--- config.mk ---
export PLATFORM = sky130hd
export DESIGN_NAME = isr_regs
export DESIGN_NICKNAME = d
export VERILOG_FILES = /design/src/logic/isr_pkg.sv /design/src/logic/isr_regs.sv
export SDC_FILE = /design/constraint.sdc
export NUM_CORES = 1
export LEC_CHECK = 0
export ABC_AREA = 1
export BUFFER_PORTS_ARGS = -buffer_cell sky130_fd_sc_hd__buf_2
export CAP_MARGIN = 10
export CORE_MARGIN = 2
export CORE_UTILIZATION = 30
export CTS_BUF_LIST = sky130_fd_sc_hd__clkbuf_4
export DETAILED_ROUTE_END_ITERATION = 12
export PLACE_DENSITY = 0.52
export REMOVE_ABC_BUFFERS = 1
export SLEW_MARGIN = 20
export SYNTH_ARGS = -nofsm -noshare
export SYNTH_HDL_FRONTEND = slang
export SYNTH_SLANG_ARGS = --single-unit
--- constraint.sdc ---
create_clock -name pclk -period 1.6 [get_ports pclk]
set_clock_uncertainty 0.2 [all_clocks]
set_input_delay 0.32 -clock pclk [delete_from_list [all_inputs] [get_ports pclk]]
set_output_delay 0.32 -clock pclk [all_outputs]
set_load 0.05 [all_outputs]
--- src/logic/isr_pkg.sv ---
// Package: offsets, fields and reset values for the interrupt status and terminal address registers
package isr_pkg;
	// ==========================================================
	// Register byte offsets on APB
	localparam logic [7:0] ISR_OFF_HP_EN = 8'h1c;
	localparam logic [7:0] ISR_OFF_HP_CAUSE = 8'h20;
	localparam logic [7:0] ISR_OFF_STD_EN = 8'h24;
	localparam logic [7:0] ISR_OFF_TADDR = 8'h28;
	// ==========================================================
	// Cause bit positions
	localparam int ISR_B_STD = 0;
	localparam int ISR_B_MSGERR = 1;
	localparam int ISR_B_ENDCB = 2;
	localparam int ISR_B_STFAIL = 3;
	localparam int ISR_B_ENDST = 4;
	localparam int ISR_B_SSFAIL = 5;
	localparam int ISR_B_DBC = 6;
	localparam int ISR_B_ILLOG = 7;
	localparam int ISR_B_OVR = 8;
	// Standard event enable positions
	localparam int ISR_S_ICBC = 0;
	localparam int ISR_S_MSGERR = 1;
	localparam int ISR_S_RETRY = 2;
	localparam int ISR_S_POLL = 3;
	localparam int ISR_S_ILLCMD = 4;
	localparam int ISR_S_ILLBC = 5;
	// Terminal address register positions
	localparam int ISR_T_INSTR = 15;
	localparam int ISR_T_BUSY = 14;
	localparam int ISR_T_SSF = 13;
	localparam int ISR_T_DBCA = 12;
	localparam int ISR_T_TF = 11;
	localparam int ISR_T_SRQ = 10;
	localparam int ISR_T_BUSYX = 9;
	localparam int ISR_T_ROLE = 8;
	localparam int ISR_T_LOCK = 7;
	localparam int ISR_T_PERR = 6;
	localparam int ISR_T_PAR = 5;
	// ==========================================================
	// Widths and reset values
	localparam logic [15:0] ISR_HP_MASK = 16'h01ff;
	localparam logic [15:0] ISR_STD_MASK = 16'h003f;
	localparam logic [15:0] ISR_HP_EN_RST = 16'h0000;
	localparam logic [15:0] ISR_STD_EN_RST = 16'h0000;
	localparam logic [15:0] ISR_TADDR_RST = 16'h0000;
	typedef struct packed {
		logic instr;
		logic busy;
		logic ss_flag;
		logic dbc_accept;
		logic term_flag;
		logic srq;
		logic block_xfer;
	} isr_status_s;
	typedef struct packed {
		logic illegal_bcast;
		logic illegal_cmd;
		logic poll_match;
		logic poll_cb_en;
		logic retry_fail;
		logic msg_error;
		logic icb_done;
		logic cb_std;
		logic desc_std;
	} isr_std_ev_s;
endpackage

--- src/logic/isr_regs.sv ---
// Interrupt cause, standard event enable and terminal address register bank
`timescale 1ns/1ps
// Summary of operation
// - Standard enable clear: only std pin asserts
// - Cause register holds cause, write-one clears
// - Cause bits 8..1 fixed events, upper reserved
// - Std enables gate logging, descriptors also log
// - RT illegal broadcast/illegal command enables
// - Poll match needs command block bit 12
// - Retry fail interrupt after all retries
// - Message error enable in all modes
// - Interrupt-and-continue block done enable
// - Bits 15,10 drive instrumentation, service request
// - Bit 14 busy, transfers still allowed
// - Bit 9 busy, transfers blocked
// - Bit 13 subsystem flag, logged in RT
// - Bit 12 dynamic bus control acceptance
// - Bit 11 terminal flag, also self-test fail
// - Bit 8 mirrors role select pin
// - Bit 7 mirrors lock pin, blocks address changes
// - Bit 5 odd parity, bit 6 error
// - Bits 4-0 address from pins at reset
module isr_regs
	import isr_pkg::*;
(
	input wire logic pclk,
	input wire logic presetn,
	input wire logic psel,
	input wire logic penable,
	input wire logic pwrite,
	input wire logic [7:0] paddr,
	input wire logic [31:0] pwdata,
	output logic [31:0] prdata,
	output logic pready,
	output logic pslverr,
	input wire logic [8:1] hp_event,
	input wire isr_std_ev_s std_ev,
	input wire logic rt_mode,
	input wire logic bc_mode,
	input wire logic mon_mode,
	input wire logic dbc_code_rx,
	input wire logic selftest_fail,
	input wire logic addr_latch,
	input wire logic role_select_pin,
	input wire logic lock_pin,
	input wire logic [4:0] terminal_addr_pins,
	input wire logic terminal_par_pin,
	output logic std_irq_n_pin,
	output logic hp_irq_n,
	output logic std_log,
	output logic ss_fail_log,
	output isr_status_s status_flags,
	output logic [4:0] terminal_addr
);
	// ==========================================================
	// Bus decode
	logic wr_acc;
	logic setup_acc;
	logic hit_en;
	logic hit_cause;
	logic hit_std;
	logic hit_ta;
	logic ok;
	assign wr_acc = psel & penable & pwrite;
	assign setup_acc = psel & ~penable;
	assign hit_en = paddr == ISR_OFF_HP_EN;
	assign hit_cause = paddr == ISR_OFF_HP_CAUSE;
	assign hit_std = paddr == ISR_OFF_STD_EN;
	assign hit_ta = paddr == ISR_OFF_TADDR;
	assign ok = hit_en | hit_cause | hit_std | hit_ta;

	// ==========================================================
	// Register state
	logic [15:0] hp_en_q;
	logic [15:0] std_en_q;
	logic [15:0] cause_q;
	logic [15:0] cause_d;
	logic [15:0] cause_set;
	logic [15:0] cause_clr;
	logic [15:0] ta_q;
	logic [15:0] ta_wmask;
	logic [15:0] rd_word;
	logic strap_q;
	logic tf_int_q;

	// ==========================================================
	// Enable registers
	always_ff @(posedge pclk or negedge presetn) begin
		if (!presetn) begin
			hp_en_q <= ISR_HP_EN_RST;
		end else if (wr_acc & hit_en) begin
			hp_en_q <= pwdata[15:0] & ISR_HP_MASK;
		end
	end

	always_ff @(posedge pclk or negedge presetn) begin
		if (!presetn) begin
			std_en_q <= ISR_STD_EN_RST;
		end else if (wr_acc & hit_std) begin
			std_en_q <= pwdata[15:0] & ISR_STD_MASK;
		end
	end

	// ==========================================================
	// Standard event qualification, one term per source, except block and descriptor, which share one term
	logic ev_illbc;
	logic ev_illcmd;
	logic ev_poll;
	logic ev_retry;
	logic ev_msgerr;
	logic ev_icb;
	logic ev_block;
	logic std_evt;
	logic std_hp_set;
	logic std_pin_low;
	assign ev_illbc = rt_mode & std_ev.illegal_bcast & std_en_q[ISR_S_ILLBC];
	assign ev_illcmd = rt_mode & std_ev.illegal_cmd & std_en_q[ISR_S_ILLCMD];
	// Poll match also needs the command block's own enable
	assign ev_poll = bc_mode & std_ev.poll_match & std_ev.poll_cb_en & std_en_q[ISR_S_POLL];
	assign ev_retry = bc_mode & std_ev.retry_fail & std_en_q[ISR_S_RETRY];
	assign ev_msgerr = std_ev.msg_error & std_en_q[ISR_S_MSGERR];
	assign ev_icb = (bc_mode | mon_mode) & std_ev.icb_done & std_en_q[ISR_S_ICBC];
	// Block and descriptor enables bypass the enable register
	assign ev_block = std_ev.cb_std | std_ev.desc_std;
	assign std_evt = ev_illbc | ev_illcmd | ev_poll | ev_retry | ev_msgerr | ev_icb | ev_block;
	assign std_hp_set = std_evt & hp_en_q[ISR_B_STD];
	assign std_pin_low = (std_evt & ~hp_en_q[ISR_B_STD]) | cause_d[ISR_B_STD];

	// ==========================================================
	// Cause register; a set in the same cycle as its clear wins
	always_comb begin
		cause_set = 16'h0000;
		cause_set[8:1] = hp_event & hp_en_q[8:1];
		cause_set[ISR_B_STD] = std_hp_set;
	end

	assign cause_clr = (wr_acc & hit_cause) ? pwdata[15:0] : 16'h0000;

	generate
		for (genvar gi = 0; gi < 16; gi++) begin : g_cause
			// Reserved positions never hold a cause
			assign cause_d[gi] = ISR_HP_MASK[gi] & (cause_set[gi] | (cause_q[gi] & ~cause_clr[gi]));
		end
	endgenerate

	always_ff @(posedge pclk or negedge presetn) begin
		if (!presetn) begin
			cause_q <= 16'h0000;
		end else begin
			cause_q <= cause_d;
		end
	end

	// ==========================================================
	// Interrupt outputs
	always_ff @(posedge pclk or negedge presetn) begin
		if (!presetn) begin
			std_irq_n_pin <= 1'b1;
		end else begin
			// Held low while cause bit 0 stands, else a one-cycle pulse
			std_irq_n_pin <= ~std_pin_low;
		end
	end

	always_ff @(posedge pclk or negedge presetn) begin
		if (!presetn) begin
			hp_irq_n <= 1'b1;
		end else begin
			hp_irq_n <= ~(|cause_d[8:1]);
		end
	end

	always_ff @(posedge pclk or negedge presetn) begin
		if (!presetn) begin
			std_log <= 1'b0;
		end else begin
			std_log <= std_evt;
		end
	end

	// ==========================================================
	// Terminal address register; straps caught at the first edge after reset
	logic [4:0] chk_addr;
	logic chk_par;
	logic par_err;
	// Lock protects only the address field; flag bits stay writable
	assign ta_wmask = lock_pin ? 16'hfe00 : 16'hfe1f;
	assign chk_addr = strap_q ? terminal_addr_pins : ta_q[4:0];
	assign chk_par = strap_q ? terminal_par_pin : ta_q[ISR_T_PAR];
	assign par_err = ~(^{chk_addr, chk_par});

	always_ff @(posedge pclk or negedge presetn) begin
		if (!presetn) begin
			strap_q <= 1'b1;
		end else begin
			strap_q <= 1'b0;
		end
	end

	always_ff @(posedge pclk or negedge presetn) begin
		if (!presetn) begin
			ta_q <= ISR_TADDR_RST;
		end else begin
			if (strap_q) begin
				ta_q[4:0] <= terminal_addr_pins;
				ta_q[ISR_T_PAR] <= terminal_par_pin;
			end else if (wr_acc & hit_ta) begin
				ta_q <= (ta_q & ~ta_wmask) | (pwdata[15:0] & ta_wmask);
			end
			// Error bit is outside the write mask; set here only at strap or address latch
			if (strap_q | addr_latch) begin
				ta_q[ISR_T_PERR] <= par_err;
			end
		end
	end

	always_ff @(posedge pclk or negedge presetn) begin
		if (!presetn) begin
			tf_int_q <= 1'b0;
		end else if (selftest_fail) begin
			// Self-test failure wins over a same-cycle host write
			tf_int_q <= 1'b1;
		end else if (wr_acc & hit_ta) begin
			tf_int_q <= 1'b0;
		end
	end

	// ==========================================================
	// Status word flags to the protocol engine
	always_ff @(posedge pclk or negedge presetn) begin
		if (!presetn) begin
			status_flags.instr <= 1'b0;
		end else begin
			status_flags.instr <= ta_q[ISR_T_INSTR];
		end
	end

	always_ff @(posedge pclk or negedge presetn) begin
		if (!presetn) begin
			status_flags.srq <= 1'b0;
		end else begin
			status_flags.srq <= ta_q[ISR_T_SRQ];
		end
	end

	always_ff @(posedge pclk or negedge presetn) begin
		if (!presetn) begin
			status_flags.busy <= 1'b0;
		end else begin
			status_flags.busy <= ta_q[ISR_T_BUSY] | ta_q[ISR_T_BUSYX];
		end
	end

	always_ff @(posedge pclk or negedge presetn) begin
		if (!presetn) begin
			status_flags.block_xfer <= 1'b0;
		end else begin
			status_flags.block_xfer <= ta_q[ISR_T_BUSYX];
		end
	end

	always_ff @(posedge pclk or negedge presetn) begin
		if (!presetn) begin
			status_flags.ss_flag <= 1'b0;
		end else begin
			status_flags.ss_flag <= ta_q[ISR_T_SSF];
		end
	end

	always_ff @(posedge pclk or negedge presetn) begin
		if (!presetn) begin
			ss_fail_log <= 1'b0;
		end else begin
			ss_fail_log <= rt_mode & ta_q[ISR_T_SSF];
		end
	end

	always_ff @(posedge pclk or negedge presetn) begin
		if (!presetn) begin
			status_flags.dbc_accept <= 1'b0;
		end else begin
			status_flags.dbc_accept <= ta_q[ISR_T_DBCA] & dbc_code_rx;
		end
	end

	always_ff @(posedge pclk or negedge presetn) begin
		if (!presetn) begin
			status_flags.term_flag <= 1'b0;
		end else begin
			status_flags.term_flag <= ta_q[ISR_T_TF] | tf_int_q;
		end
	end

	always_ff @(posedge pclk or negedge presetn) begin
		if (!presetn) begin
			terminal_addr <= 5'h00;
		end else begin
			terminal_addr <= ta_q[4:0];
		end
	end

	// ==========================================================
	// Read path; no wait state, prdata registered from a flip-flop in the setup phase
	always_comb begin
		rd_word = 16'h0000;
		case (paddr)
			ISR_OFF_HP_EN: begin
				rd_word = hp_en_q;
			end
			ISR_OFF_HP_CAUSE: begin
				rd_word = cause_q;
			end
			ISR_OFF_STD_EN: begin
				rd_word = std_en_q;
			end
			ISR_OFF_TADDR: begin
				rd_word = {ta_q[15:9], role_select_pin, lock_pin, ta_q[6:0]};
			end
			default: begin
				rd_word = 16'h0000;
			end
		endcase
	end

	always_ff @(posedge pclk or negedge presetn) begin
		if (!presetn) begin
			pready <= 1'b0;
		end else begin
			pready <= setup_acc;
		end
	end

	always_ff @(posedge pclk or negedge presetn) begin
		if (!presetn) begin
			pslverr <= 1'b0;
		end else begin
			pslverr <= setup_acc & ~ok;
		end
	end

	always_ff @(posedge pclk or negedge presetn) begin
		if (!presetn) begin
			prdata <= 32'h00000000;
		end else if (setup_acc & ~pwrite) begin
			prdata <= {16'h0000, rd_word};
		end else begin
			prdata <= 32'h00000000;
		end
	end
endmodule

==> metrics.txt <==
Skew-Pair Late Insertion Delay 0.42 ns; routed len/inst 12.9 um; count of non-filler cells in the finished layout 687; CP Data Arrival Time 1.78 ns; vias 2986; Remaining DRCs 0; Synth area leaders dfrtp_1, nand2_1, nor2_1; RSZ-0062 raised after global routing yes; TritonCTS clock tree built; via/cell ratio 4.35; Yosys cell types 29; crit path launch type flip-flop; CP max-delay cell dfstp_2; first-pass iteration count of the detailed router 4; Buffers on Ports 93; first-pass GRT wire length 14200 um; Avg Cell Area, Syn 8.95 um2; share of cells above drive strength 1 34.9%; Area Overhead vs Synth 46.1%; critical-path cell list inv_4, buf_4, nand2_1, nand2_2, xnor2_2, nand3b_1, nand3_1, nand2_1; Final Max Slew Viols 0; Synth Register Bits 74; Num CTS Buffers 9; Final nets 618; gr ovfl total 0; Max Clock Freq 606 MHz; post-detail-place hpwl 6570 um; CP required 1.73 ns; Syn Inst Count 371; worst vdd ir 534 uV; Hold Slack 0.0213 ns; Total Routed Length 8850 um; Final Hold Viols 0; violated checks setup timing; Worst path max stage delay 0.60 ns; power per cell area 832 nW/um2; post-route ant nets 0; placed cell count 624; max cap viols 0; outcome finished, violations left; sequential fraction of the synthesis area 55.9%; initial antenna violation count 0; Clock Sinks 74; critical path type flip-flop to flip-flop; yosys warns 0; vias in the first global route 2992; CTS H-tree depth 3; clk root buf clkbuf_4; HP Class input port to flip-flop; period utilization 103%; Initial DRC Count 100; Leak 2.58 nW; final worst slack -0.0497 ns; Worst-path clk slew 0.13 ns; Die Y 109 um; critical path endpoint category flip-flop; Core Region 10800 um2; Final setup viols 3; largest net degree at the start of global routing 30; final worst path period need 1.65 ns; gr usage total 15.7%; most used cell along the critical path nand2_1; Die Area 11900 um2; Boundary Pins 126; mapped cell area 3320 um2; routability congestion estimate 0.807; most area-hungry cell type in the Yosys netlist dfrtp_1; Max Root-Sink Buffers 2; Antenna Cells 0; Max Fanout on Critical Path 8; site row count 38; share of the synthesized area in the top cell type 53.5%; effective utilization at floorplan 30.6%; commonest non-fill, non-tap cells in the layout nand2_1, buf_2, dfrtp_1; commonest non-fill, non-tap cell in the layout nand2_1; die span in x 109 um; R2R Setup Slk -0.05 ns
-- through the flow --
| stage | instance area [um2] | power (mW) | TNS [ns] | setup slack, ns | utilization, % |
|---|---|---|---|---|---|
| 6_report | 4850 | 4.04 | -0.137 | -0.0497 | 44.7 |
| 2_1_floorplan | 3190 | 2.44 | -6.87 | -0.341 | - |
| 3_5_place_dp | 4110 | 2.70 | -5.75 | -0.204 | 37.9 |
| 5_1_grt | 4850 | 4.25 | -0.364 | -0.161 | 44.7 |
| 4_1_cts | 4760 | 4.07 | -0.188 | -0.0752 | 44.0 |
| 3_3_place_gp | 4110 | 2.70 | -5.39 | -0.214 | 37.9 |
-- layer usage --
metal	wire length, um	track usage [%]	vias up	part of all wire (%)
li1	-	-	1488	-
met1	3860	19.0	1403	44
met2	4410	27.7	83	50
met3	452	3.47	12	5.1
met4	125	4.61	0	1.4
met5	0	0	-	0
-- power breakdown --
part | switching (mW) | internal, mW | leakage (nW)
logic | 0.467 | 0.320 | 1.55
clock network | 0.713 | 0.486 | 0.0729
registers | 0.0697 | 1.98 | 0.953
total | 1.25 | 2.79 | 2.58
-- area by class of cell --
cell class	count	area, um2
repair buffers	170	1260
well taps	140	175
fillers	1095	5990
flip-flops and latches	74	1860
multi-input cells	261	1320
clock inverters	7	76.3
inverters	26	100
clock buffers	9	67.6
-- worst max-delay path: cells and delay by family, from the launching register on --
family,cells,cell delay (ns)
buffers and inverters,2,0.21
AND/OR/NAND/NOR,5,0.40
flip-flops,1,0.60
XOR/XNOR,1,0.14
-- worst paths after layout --
check / from / endpoint / cells after the start
worst max-delay path: strap_q$_DFF_PN1_ / ta_q[6]$_DFFE_PN0P_ / 8
worst min-delay path: mon_mode / std_irq_n_pin$_DFF_PN1_ / 4
worst max register to register: strap_q$_DFF_PN1_ / ta_q[6]$_DFFE_PN0P_ / 8
worst min register to register: ta_q[9]$_DFFE_PN0P_ / status_flags[0]$_DFF_PN0_ / 0
max in group asynchronous: presetn / hp_irq_n$_DFF_PN1_ / 3
min in group asynchronous: presetn / status_flags[2]$_DFF_PN0_ / 2
-- state kept, by name, summed over array words and instances (netlist names), named ones only --
signal,cells
std_en_q,6
status_flags,7
strap_q,1
std_irq_n_pin,1
ss_fail_log,1
ta_q,9
std_log,1
pready,1
pslverr,1
cause_q,9
prdata,16
hp_irq_n,1
hp_en_q,9
tf_int_q,1
terminal_addr,5
-- logic make-up after synthesis --
group	count (synthesis)	synth area share, %
AOI/OAI and AO/OA	32	6.67
xor gates and xnor gates	3	0.792
buffers and inverters	52	8.71
DFF	74	55.9
muxes	3	1.02
other	1	0.113
and+or+nand+nor	206	26.8
-- repair_timing --
action	in CTS	in global routing
setup endpoints to repair	4	25
pin swaps	8	1
hold buffers	41	0
setup buffers	3	4
endpoints found under the hold margin	109	0
gates resized for setup	23	27
-- synth_stat cells --
cell type	number
mux2_2	3
xor2_1	1
nand2_1	118
o21bai_1	1
a21oi_1	7
inv_1	24
inv_2	2
a211o_1	1
o211ai_1	1
o21ai_0	8
xnor2_1	2
nand3b_1	1
clkbuf_1	2
nand4_1	5
nand2_4	1
buf_4	18
nor4_4	1
nor3_1	4
nor2_4	2
conb_1	1
o21ai_2	7
nand3_1	28
buf_2	3
dfstp_2	3
buf_6	3
dfrtp_1	71
nand2_2	8
nor2_1	38
a22o_1	7
No activity file was read; power rests on OpenSTA's default activity.
